### config.mk
export PLATFORM = sky130hd
export DESIGN_NAME = hbiu_top
export DESIGN_NICKNAME = d
export VERILOG_FILES = /design/src/hbiu_pkg.sv /design/src/hbiu_top.sv
export SDC_FILE = /design/constraint.sdc
export NUM_CORES = 1
export LEC_CHECK = 0
export ABC_AREA = 1
export BUFFER_PORTS_ARGS = -buffer_cell sky130_fd_sc_hd__buf_2
export CAP_MARGIN = 10
export CORE_ASPECT_RATIO = 1.25
export CORE_MARGIN = 3
export CORE_UTILIZATION = 35
export CTS_BUF_LIST = sky130_fd_sc_hd__clkbuf_8
export DETAILED_ROUTE_END_ITERATION = 12
export PLACE_DENSITY = 0.64
export SETUP_SLACK_MARGIN = 0.02
export SYNTH_ARGS = -nofsm -noshare
export SYNTH_HDL_FRONTEND = slang
export SYNTH_SLANG_ARGS = --single-unit
### constraint.sdc
create_clock -name mclk -period 5.6 [get_ports mclk]
set_clock_uncertainty 0.1 [all_clocks]
set_input_delay 0.56 -clock mclk [delete_from_list [all_inputs] [get_ports mclk]]
set_output_delay 0.56 -clock mclk [all_outputs]
set_load 0.02 [all_outputs]
### src/hbiu_pkg.sv
`default_nettype none
package hbiu_pkg;
    // Host address, counted in halfwords
    localparam int HBIU_DEV_LSB    = 14;
    localparam int HBIU_SDRAM_BIT  = 13;
    localparam logic [11:0] HBIU_HW_IN_FIFO  = 12'h000;
    localparam logic [11:0] HBIU_HW_OUT_FIFO = 12'h001;
    localparam logic [11:0] HBIU_HW_CMD      = 12'h002;

    // Strap positions on the mode pins
    localparam int HBIU_STRAP_WIDE16  = 2;
    localparam int HBIU_STRAP_RDY_INV = 3;
    localparam logic [1:0] HBIU_STRAP_SETTLE = 2'h3;

    // APB byte offsets
    localparam logic [7:0] HBIU_OFS_CTRL   = 8'h00;
    localparam logic [7:0] HBIU_OFS_LIMIT  = 8'h04;
    localparam logic [7:0] HBIU_OFS_THRESH = 8'h08;
    localparam logic [7:0] HBIU_OFS_STATUS = 8'h0C;
    localparam logic [7:0] HBIU_OFS_CLEAR  = 8'h10;
    localparam logic [7:0] HBIU_OFS_ENABLE = 8'h14;
    localparam logic [7:0] HBIU_OFS_LEVEL  = 8'h18;
    localparam logic [7:0] HBIU_OFS_BEHAVE = 8'h1C;
    localparam logic [7:0] HBIU_OFS_STATE  = 8'h20;

    // Control register fields
    localparam int HBIU_CTRL_DMA_EN = 0;
    localparam int HBIU_CTRL_DMA_RD = 1;
    localparam int HBIU_CTRL_DEMAND = 2;
    localparam int HBIU_THR_OUT_LSB = 16;

    // Flag positions
    localparam int HBIU_NFLAG       = 5;
    localparam int HBIU_F_IN_SPACE  = 0;
    localparam int HBIU_F_OUT_DATA  = 1;
    localparam int HBIU_F_CMD_FREE  = 2;
    localparam int HBIU_F_CMD_DONE  = 3;
    localparam int HBIU_F_DMA_BLOCK = 4;

    // Values after reset
    localparam logic [2:0] HBIU_RST_CTRL   = 3'h0;
    localparam logic [4:0] HBIU_RST_ENABLE = 5'h00;
    localparam logic [4:0] HBIU_RST_LEVEL  = 5'h1F;
    localparam logic [4:0] HBIU_RST_BEHAVE = 5'h00;
    localparam logic [7:0] HBIU_RST_LIMIT  = 8'h10;
    localparam logic [7:0] HBIU_RST_THR    = 8'h01;

    typedef enum logic [1:0] {
        H_IDLE = 2'b00,
        H_EXEC = 2'b01,
        H_WAIT = 2'b10,
        H_DONE = 2'b11
    } hbiu_state_t;
endpackage : hbiu_pkg
`default_nettype wire

### src/hbiu_top.sv
// Behaviour
// Host addresses decode to own regs, registers, SDRAM, FIFOs.
// Reads mux the target's data; ready waits until data exists.
// Device data passes one input, one output FIFO at fixed words.
// Only host sides are driven: input writes, output reads.
// Two-stage command pipeline: one pending, one running.
// SDRAM mapped directly; arbitration delay extends the wait.
// Register and SDRAM accesses run beside commands.
// DMA flow control on the same bus, one direction at a time.
// FIFO flags rise at programmed thresholds.
// Each flag reaches the interrupt through its enable bit.
// Each flag is level or edge signalled.
// Each flag is dynamic (hardware clears) or static.
// DMA uses programmed limits; demand mode computes the count.
// Outside demand mode the host guarantees input FIFO space.
// Host clock is no faster than the core clock.
// 16-bit strap: writes joined to 32 bits, reads split.
// Two strap bits give the device number; own range only.
// A strap inverts ready; pins drive only when selected.
// Lower halfword is the low half; write after both halves.
`timescale 1ns/100ps
`default_nettype none
module hbiu_top
    import hbiu_pkg::*;
#(
    parameter int FIFO_CW = 8
) (
    input  wire logic               mclk,
    input  wire logic               reset_n,
    input  wire logic               clk_en,
    input  wire logic               psel,
    input  wire logic               penable,
    input  wire logic               pwrite,
    input  wire logic [7:0]         paddr,
    input  wire logic [31:0]        pwdata,
    output logic      [31:0]        prdata,
    output logic                    pready,
    output logic                    pslverr,
    output logic                    irq,
    input  wire logic               host_bus_clock,
    input  wire logic               host_cs_n,
    input  wire logic               host_rd_n,
    input  wire logic               host_wr_n,
    input  wire logic [15:0]        host_addr,
    input  wire logic [31:0]        host_data_in,
    output logic      [31:0]        host_data_out,
    output logic                    host_data_oe,
    output logic                    host_wait_ready,
    output logic                    host_wait_ready_oe,
    output logic                    host_dma_req,
    input  wire logic [3:0]         mode_pins,
    output logic                    in_fifo_wr,
    output logic      [31:0]        in_fifo_wdata,
    input  wire logic [FIFO_CW-1:0] in_fifo_free,
    output logic                    out_fifo_rd,
    input  wire logic [31:0]        out_fifo_rdata,
    input  wire logic [FIFO_CW-1:0] out_fifo_count,
    output logic                    cmd_valid,
    output logic      [31:0]        cmd_word,
    input  wire logic               cmd_done,
    output logic                    reg_req,
    output logic                    reg_we,
    output logic      [11:0]        reg_addr,
    output logic      [31:0]        reg_wdata,
    input  wire logic [31:0]        reg_rdata,
    input  wire logic               reg_ack,
    output logic                    mem_req,
    output logic                    mem_we,
    output logic      [11:0]        mem_addr,
    output logic      [31:0]        mem_wdata,
    input  wire logic [31:0]        mem_rdata,
    input  wire logic               mem_ack
);
    localparam int NF = HBIU_NFLAG;

    // Pin synchronisers: {clock, cs, rd, wr}
    logic [3:0]          hc_s1_q, hc_s2_q;
    logic                hclk_prev_q;
    logic [15:0]         ha_s1_q, ha_s2_q;
    logic [31:0]         hd_s1_q, hd_s2_q;
    logic [3:0]          st_s1_q, st_s2_q, strap_q;
    logic [1:0]          strap_cnt_q;

    hbiu_state_t         state_q, state_d;
    logic [15:0]         acc_addr_q;
    logic [31:0]         acc_wdata_q;
    logic                acc_rd_q;
    logic [15:0]         half_q;
    logic                pend_q;
    logic [31:0]         pend_word_q;

    logic [2:0]          ctrl_q;
    logic [FIFO_CW-1:0]  limit_q, in_thr_q, out_thr_q, blk_cnt_q;
    logic [NF-1:0]       flag_q, flag_d, enable_q, level_q, behave_q;
    logic [NF-1:0]       cond_prev_q;

    // Only the second stage is read
    always_ff @(posedge mclk) begin
        if (!reset_n) begin
            hc_s1_q     <= 4'hF;
            hc_s2_q     <= 4'hF;
            hclk_prev_q <= 1'b1;
            ha_s1_q     <= 16'h0000;
            ha_s2_q     <= 16'h0000;
            hd_s1_q     <= 32'h0000_0000;
            hd_s2_q     <= 32'h0000_0000;
            st_s1_q     <= 4'h0;
            st_s2_q     <= 4'h0;
        end else if (clk_en) begin
            hc_s1_q     <= {host_bus_clock, host_cs_n, host_rd_n, host_wr_n};
            hc_s2_q     <= hc_s1_q;
            hclk_prev_q <= hc_s2_q[3];
            ha_s1_q     <= host_addr;
            ha_s2_q     <= ha_s1_q;
            hd_s1_q     <= host_data_in;
            hd_s2_q     <= hd_s1_q;
            st_s1_q     <= mode_pins;
            st_s2_q     <= st_s1_q;
        end
    end

    // Straps caught in the first three cycles after reset, then held
    always_ff @(posedge mclk) begin
        if (!reset_n) begin
            strap_cnt_q <= 2'h0;
            strap_q     <= 4'h0;
        end else if (clk_en && strap_cnt_q != HBIU_STRAP_SETTLE) begin
            strap_cnt_q <= strap_cnt_q + 2'h1;
            strap_q     <= st_s2_q;
        end
    end

    wire straps_ok = (strap_cnt_q == HBIU_STRAP_SETTLE);
    wire wide16    = strap_q[HBIU_STRAP_WIDE16];
    wire rdy_inv   = strap_q[HBIU_STRAP_RDY_INV];
    wire hclk_rise = hc_s2_q[3] & ~hclk_prev_q;
    wire h_cs      = ~hc_s2_q[2];
    wire h_rd      = ~hc_s2_q[1];
    wire h_wr      = ~hc_s2_q[0];
    wire h_strobe  = h_cs & (h_rd | h_wr);
    wire dev_hit   = (ha_s2_q[15:HBIU_DEV_LSB] == strap_q[1:0]);
    wire h_start   = (state_q == H_IDLE) & straps_ok & hclk_rise
                   & h_strobe & dev_hit;

    wire [11:0] acc_word = acc_addr_q[12:1];
    wire half_hi  = wide16 & acc_addr_q[0];
    wire half_lo  = wide16 & ~acc_addr_q[0];
    wire tgt_mem  = acc_addr_q[HBIU_SDRAM_BIT];
    wire tgt_in   = ~tgt_mem & (acc_word == HBIU_HW_IN_FIFO);
    wire tgt_out  = ~tgt_mem & (acc_word == HBIU_HW_OUT_FIFO);
    wire tgt_cmd  = ~tgt_mem & (acc_word == HBIU_HW_CMD);
    wire tgt_reg  = ~tgt_mem & ~tgt_in & ~tgt_out & ~tgt_cmd;
    // A lone lower write half or an upper read half needs no target
    wire skip     = acc_rd_q ? half_hi : half_lo;
    wire in_ok    = (in_fifo_free != '0);
    wire out_ok   = (out_fifo_count != '0);
    wire fifo_bad = (tgt_in & acc_rd_q) | (tgt_out & ~acc_rd_q);
    wire quick    = skip | fifo_bad | (tgt_in & in_ok)
                  | (tgt_out & out_ok) | (tgt_cmd & (acc_rd_q | ~pend_q));
    wire slow     = ~skip & (tgt_mem | tgt_reg);
    wire in_exec  = (state_q == H_EXEC);
    wire act      = in_exec & quick & ~skip & ~fifo_bad;
    wire in_wr_d  = act & tgt_in;
    wire out_rd_d = act & tgt_out;
    wire cmd_load = act & tgt_cmd & ~acc_rd_q;
    wire slow_ack = tgt_mem ? mem_ack : reg_ack;
    wire finish   = (in_exec & quick) | ((state_q == H_WAIT) & slow_ack);

    wire [31:0] wr_word = wide16 ? {acc_wdata_q[15:0], half_q}
                                 : acc_wdata_q;
    wire [31:0] cmd_stat = {30'h0000_0000, pend_q, cmd_valid};
    wire [31:0] quick_word = tgt_out ? out_fifo_rdata
                           : tgt_cmd ? cmd_stat : 32'h0000_0000;
    wire [31:0] src_word = (state_q == H_WAIT)
                         ? (tgt_mem ? mem_rdata : reg_rdata) : quick_word;
    wire [31:0] out_word = !wide16 ? src_word
                         : {16'h0000, half_hi ? half_q : src_word[15:0]};

    always_comb begin
        state_d = state_q;
        unique case (state_q)
            H_IDLE: if (h_start) state_d = H_EXEC;
            H_EXEC: begin
                if (quick) state_d = H_DONE;
                else if (slow) state_d = H_WAIT;
            end
            H_WAIT: if (slow_ack) state_d = H_DONE;
            H_DONE: if (!h_strobe) state_d = H_IDLE;
        endcase
    end

    // Access capture; a read wins when both strobes are seen
    always_ff @(posedge mclk) begin
        if (!reset_n) begin
            state_q     <= H_IDLE;
            acc_addr_q  <= 16'h0000;
            acc_wdata_q <= 32'h0000_0000;
            acc_rd_q    <= 1'b0;
        end else if (clk_en) begin
            state_q <= state_d;
            if (h_start) begin
                acc_addr_q  <= ha_s2_q;
                acc_wdata_q <= hd_s2_q;
                acc_rd_q    <= h_rd;
            end
        end
    end

    // Ready holds wait until the answer stands
    always_ff @(posedge mclk) begin
        if (!reset_n) begin
            host_data_out      <= 32'h0000_0000;
            host_data_oe       <= 1'b0;
            host_wait_ready    <= 1'b0;
            host_wait_ready_oe <= 1'b0;
            half_q             <= 16'h0000;
        end else if (clk_en) begin
            host_wait_ready    <= (state_d == H_DONE) ^ rdy_inv;
            host_wait_ready_oe <= straps_ok & h_cs & dev_hit;
            host_data_oe       <= (state_d == H_DONE) & acc_rd_q
                                  & h_cs & dev_hit;
            if (finish && acc_rd_q) begin
                host_data_out <= out_word;
            end
            if (finish && half_lo) begin
                half_q <= acc_rd_q ? src_word[31:16] : acc_wdata_q[15:0];
            end
        end
    end

    // Register and SDRAM run beside commands
    always_ff @(posedge mclk) begin
        if (!reset_n) begin
            in_fifo_wr    <= 1'b0;
            in_fifo_wdata <= 32'h0000_0000;
            out_fifo_rd   <= 1'b0;
            reg_req       <= 1'b0;
            reg_we        <= 1'b0;
            reg_addr      <= 12'h000;
            reg_wdata     <= 32'h0000_0000;
            mem_req       <= 1'b0;
            mem_we        <= 1'b0;
            mem_addr      <= 12'h000;
            mem_wdata     <= 32'h0000_0000;
        end else if (clk_en) begin
            in_fifo_wr  <= in_wr_d;
            out_fifo_rd <= out_rd_d;
            if (in_wr_d) in_fifo_wdata <= wr_word;
            if (in_exec && slow && tgt_reg) begin
                reg_req   <= 1'b1;
                reg_we    <= ~acc_rd_q;
                reg_addr  <= acc_word;
                reg_wdata <= wr_word;
            end else if (reg_ack) begin
                reg_req <= 1'b0;
            end
            if (in_exec && slow && tgt_mem) begin
                mem_req   <= 1'b1;
                mem_we    <= ~acc_rd_q;
                mem_addr  <= acc_word;
                mem_wdata <= wr_word;
            end else if (mem_ack) begin
                mem_req <= 1'b0;
            end
        end
    end

    wire promote = pend_q & (~cmd_valid | cmd_done);
    always_ff @(posedge mclk) begin
        if (!reset_n) begin
            pend_q      <= 1'b0;
            pend_word_q <= 32'h0000_0000;
            cmd_valid   <= 1'b0;
            cmd_word    <= 32'h0000_0000;
        end else if (clk_en) begin
            if (cmd_load) begin
                pend_q      <= 1'b1;
                pend_word_q <= wr_word;
            end else if (promote) begin
                pend_q <= 1'b0;
            end
            if (promote) begin
                cmd_valid <= 1'b1;
                cmd_word  <= pend_word_q;
            end else if (cmd_done) begin
                cmd_valid <= 1'b0;
            end
        end
    end

    // One direction bit: one way at a time
    wire dma_en    = ctrl_q[HBIU_CTRL_DMA_EN];
    wire dma_to_in = ~ctrl_q[HBIU_CTRL_DMA_RD];
    wire demand    = ctrl_q[HBIU_CTRL_DEMAND];
    wire [FIFO_CW-1:0] dma_avail = dma_to_in ? in_fifo_free : out_fifo_count;
    wire [FIFO_CW-1:0] dma_amount = !demand ? limit_q
                     : (dma_avail < limit_q ? dma_avail : limit_q);
    wire dma_arm   = dma_en & (blk_cnt_q == '0) & (dma_amount != '0);
    wire dma_xfer  = (blk_cnt_q != '0)
                   & (dma_to_in ? in_fifo_wr : out_fifo_rd);
    wire dma_blk_done = dma_xfer & (blk_cnt_q == FIFO_CW'(1));

    always_ff @(posedge mclk) begin
        if (!reset_n) begin
            blk_cnt_q    <= '0;
            host_dma_req <= 1'b0;
        end else if (clk_en) begin
            if (!dma_en) begin
                blk_cnt_q <= '0;
            end else if (dma_arm) begin
                blk_cnt_q <= dma_amount;
            end else if (dma_xfer) begin
                blk_cnt_q <= blk_cnt_q - FIFO_CW'(1);
            end
            host_dma_req <= dma_en & ((blk_cnt_q != '0) | dma_arm)
                            & ~dma_blk_done;
        end
    end

    logic [NF-1:0] cond, set_ev, hw_clr, sw_clr;
    assign cond[HBIU_F_IN_SPACE]  = (in_fifo_free >= in_thr_q);
    assign cond[HBIU_F_OUT_DATA]  = (out_fifo_count >= out_thr_q);
    assign cond[HBIU_F_CMD_FREE]  = ~pend_q;
    assign cond[HBIU_F_CMD_DONE]  = cmd_done & cmd_valid;
    assign cond[HBIU_F_DMA_BLOCK] = dma_blk_done;
    assign set_ev = (level_q & cond) | (~level_q & cond & ~cond_prev_q);
    assign hw_clr = behave_q & ~cond;
    // A new event beats a clear in the same cycle
    assign flag_d = set_ev | (flag_q & ~sw_clr & ~hw_clr);

    // APB: one access cycle, no wait states
    wire apb_setup = psel & ~penable;
    wire apb_wr    = psel & penable & pready & pwrite & ~pslverr;
    wire a_ctrl    = (paddr == HBIU_OFS_CTRL);
    wire a_limit   = (paddr == HBIU_OFS_LIMIT);
    wire a_thresh  = (paddr == HBIU_OFS_THRESH);
    wire a_status  = (paddr == HBIU_OFS_STATUS);
    wire a_clear   = (paddr == HBIU_OFS_CLEAR);
    wire a_enable  = (paddr == HBIU_OFS_ENABLE);
    wire a_level   = (paddr == HBIU_OFS_LEVEL);
    wire a_behave  = (paddr == HBIU_OFS_BEHAVE);
    wire a_state   = (paddr == HBIU_OFS_STATE);
    wire a_ok      = a_ctrl | a_limit | a_thresh | a_status | a_clear
                   | a_enable | a_level | a_behave | a_state;
    assign sw_clr = (apb_wr && a_clear) ? pwdata[NF-1:0] : '0;
    wire [31:0] thr_word = 32'(out_thr_q) << HBIU_THR_OUT_LSB | 32'(in_thr_q);
    wire [31:0] state_word = 32'({blk_cnt_q, 7'h00, cmd_valid, pend_q,
                                  state_q, 1'b0, strap_q});
    wire [31:0] apb_rdata = a_ctrl   ? 32'(ctrl_q)
                          : a_limit  ? 32'(limit_q)
                          : a_thresh ? thr_word
                          : a_status ? 32'(flag_q)
                          : a_enable ? 32'(enable_q)
                          : a_level  ? 32'(level_q)
                          : a_behave ? 32'(behave_q)
                          : a_state  ? state_word : 32'h0000_0000;

    always_ff @(posedge mclk) begin
        if (!reset_n) begin
            pready  <= 1'b0;
            pslverr <= 1'b0;
            prdata  <= 32'h0000_0000;
        end else if (clk_en) begin
            pready  <= apb_setup;
            pslverr <= apb_setup & ~a_ok;
            if (apb_setup) prdata <= apb_rdata;
        end
    end

    always_ff @(posedge mclk) begin
        if (!reset_n) begin
            ctrl_q      <= HBIU_RST_CTRL;
            limit_q     <= FIFO_CW'(HBIU_RST_LIMIT);
            in_thr_q    <= FIFO_CW'(HBIU_RST_THR);
            out_thr_q   <= FIFO_CW'(HBIU_RST_THR);
            enable_q    <= HBIU_RST_ENABLE;
            level_q     <= HBIU_RST_LEVEL;
            behave_q    <= HBIU_RST_BEHAVE;
            flag_q      <= '0;
            cond_prev_q <= '0;
            irq         <= 1'b0;
        end else if (clk_en) begin
            if (apb_wr && a_ctrl)   ctrl_q   <= pwdata[2:0];
            if (apb_wr && a_limit)  limit_q  <= pwdata[FIFO_CW-1:0];
            if (apb_wr && a_thresh) begin
                in_thr_q  <= pwdata[FIFO_CW-1:0];
                out_thr_q <= pwdata[HBIU_THR_OUT_LSB +: FIFO_CW];
            end
            if (apb_wr && a_enable) enable_q <= pwdata[NF-1:0];
            if (apb_wr && a_level)  level_q  <= pwdata[NF-1:0];
            if (apb_wr && a_behave) behave_q <= pwdata[NF-1:0];
            flag_q      <= flag_d;
            cond_prev_q <= cond;
            irq         <= |(flag_d & enable_q);
        end
    end
endmodule : hbiu_top
`default_nettype wire
==> flow_summary.yaml <==
run_status:
  status: "finished, final reports clean"
grt:
  globalRouteTotalUtil_pct: 22.0
  grtUsageMet3_pct: 5.59
  gr-usage-met1_pct: 26.3
  grt_max_degree: 163
  grt_pass1_wl_mm: 107
  grt-busiest-layer: "met2"
  grtUsageMet2_pct: 38.0
  grt-ovfl-total: 0
  antenna_found_initial: 12
  grt_pass1_vias: 18100
placement:
  port_buffers: 415
  hpwl_mm: 50.6
  place.gp.congestion: 0.895
power_and_ir_drop:
  power.density_nw_per_um2: 289
  leakage_nw: 10.5
  ir_drop_v: 0.000164
setup_path:
  crit_arrival_ns: 4.11
  crit_type: "reg2reg"
  rr_worst_depth: 16
  endpoint_kind: "register"
  rr_startpoint: "ctrl_q[1]$_SDFFE_PN0P_"
  cp.required_ns: 6.08
  crit_fanout: 12
  start_kind: "register"
  crit_start: "ctrl_q[1]$_SDFFE_PN0P_"
clock_network:
  cts_resized: 0
  clk_pin_slew_ns: 0.06
  cts_root_buf: "clkbuf_8"
  cts_buffers: 81
  cts-htree-levels: 3
  cts_sinks: 492
  cts_hold_buf: 22
  cts_tree: "yes"
  cts_setup_buffers: 0
  clockBufferDepth: 3
  clock_latency_ns: 0.66
layout:
  seqCellArea_um2: 9850
  drive_gt1_share_pct: 20.0
  fin_util_pct: 43.0
  mostFrequentLayoutCells: "504 x o21ai_0, 496 x nor2_1, 490 x dfxtp_1"
  areaGrowthSynthToFinish_pct: 20.0
  fill_cells: 6033
  mostFrequentLayoutCell: "o21ai_0"
  multi_input_area_um2: 9090
  final_nets: 3377
yosys:
  yosys_register_bits: 492
  ys_seq_area_share_pct: 47.7
  synthCells: 2781
  syn_avg_cell_area_um2: 7.43
  synth.top_cell.area_share_pct: 47.7
  ys_async_sr_fraction_pct: 0
  synth_area_leader_cell: "dfxtp_1"
  syn_area_um2: 20700
  synth_edf_count: 0
  yosys_warnings: 0
  ys.flop_type: "dfxtp_1"
  synth.distinct_cells: 50
  yosys-top-cells-area: "dfxtp_1 48%, o21ai_0 12%, nor2_1 9.0%, a21oi_1 6.5%, nand2_1 4.7%"
min_path:
  hold_class: "in2reg"
  min_from: "host_data_in[19]"
  hold_depth: 3
routing:
  viasPerCell: 5.00
  postRouteAntennaNets: 0
  drc: 0
  num_vias: 19700
  routedWlPerCell_um: 18.3
  drtIter0Drc: 1446
  wl_mm: 71.9
  dr.pass1.iters: 5
floorplanning:
  die_h_um: 278
  core-area_um2: 57800
  io_pins: 447
  die_x_um: 223
  rows: 98
  start_util_pct: 35.8
  die_area_um2: 62000
timing:
  tns_ns: 0
  fin_hold_ws_ns: 0.0668
  setup_viol_count_final: 0
  rsz0062_at_grt: "false"
  finalCriticalPeriod_ns: 3.63
  slew_violations: 0
  slew_headroom_pct: 23.4
  hold_viol: 0
  fmax_ghz: 0.275
  tightest_slew_ns: 1.14
  period_share_pct: 64.8
run:
  max_cap_violations: 0
==> worst max-delay path, cell delays in order (launching register included) <==
cell and delay, ns:
dfxtp_1 0.55, inv_1 0.26, or2_2 0.32, o21ai_0 0.11, inv_1 0.07, ha_1 0.31
a211oi_2 0.59, nand3b_1 0.14, nand2_1 0.13, nand2_1 0.07, nor2_2 0.15, nand2_4 0.12
nand2_8 0.14, nand2_2 0.06, nand2_2 0.19, nand2_1 0.10, a21oi_2 0.14
==> routing by layer <==
metal,routed length (µm),part of all wire [%]
met1,29600,41
met2,34500,48
met3,5320,7.4
met4,2350,3.3
met5,46,0.064
==> metrics by stage <==
stage | total power, mW | instance area (µm²) | setup slack [ns] | cells
floorplan | 4.01 | 20700 | 2.67 | 2795
global placement | 4.20 | 23100 | 2.03 | 3779
detailed placement | 4.21 | 23100 | 1.90 | 3779
CTS | 7.27 | 24800 | 1.93 | 3931
global route | 7.48 | 24800 | 1.61 | 3934
finish | 7.18 | 24800 | 1.97 | 3939
==> state kept, by name, indices dropped and copies added, names as in the netlist, 12 cells and up <==
signal / cells
acc_addr_q: 14
acc_wdata_q: 32
cmd_word: 32
ha_s1_q: 16
ha_s2_q: 16
half_q: 16
hd_s1_q: 32
hd_s2_q: 32
host_data_out: 32
in_fifo_wdata: 32
mem_addr: 12
mem_wdata: 32
pend_word_q: 32
prdata: 17
reg_addr: 12
reg_wdata: 32
==> cell families after synthesis <==
family                     Yosys count  synth area share (%)
xor gates and xnor gates             8                 0.339
adders and majority gates           26                  1.57
other                                1                0.0181
DFF                                492                  47.7
and+or+nand+nor                    925                  18.8
buffers and inverters              443                  8.64
AOI/OAI and AO/OA                  886                  22.9
==> cell usage after synthesis, types with 22 or more instances <==
cell type,number
a21oi_1,269
clkbuf_1,157
dfxtp_1,492
ha_1,26
inv_1,217
inv_2,22
nand2_1,256
nand3_1,76
nand4_1,27
nor2_1,498
o211ai_1,31
o21ai_0,504
o21ai_1,25
==> where the power goes <==
part | leakage [nW] | switching (mW) | internal (mW)
Combinational | 5.66 | 0.353 | 0.178
Clock | 0.853 | 1.45 | 1.58
Sequential | 4.00 | 0.0377 | 3.58
==> final timing paths <==
check	end	slack (ns)
setup / recovery	blk_cnt_q[6]$_SDFFE_PN0P_	1.97
hold / removal	hd_s1_q[19]$_SDFFE_PN0P_	0.07
setup reg to reg	blk_cnt_q[6]$_SDFFE_PN0P_	1.97
hold reg to reg	pend_word_q[27]$_SDFFE_PN0P_	0.34
==> final cells by class <==
class,instances,share of cell area (%)
antenna,8,0.0807
clock buffer,98,5.44
clock inverter,32,0.661
inverter,241,3.67
multi-input combinational,1860,36.7
sequential,492,39.7
tap,750,3.78
timing repair buffer,458,10.0
(Power assumes the default switching activity.)
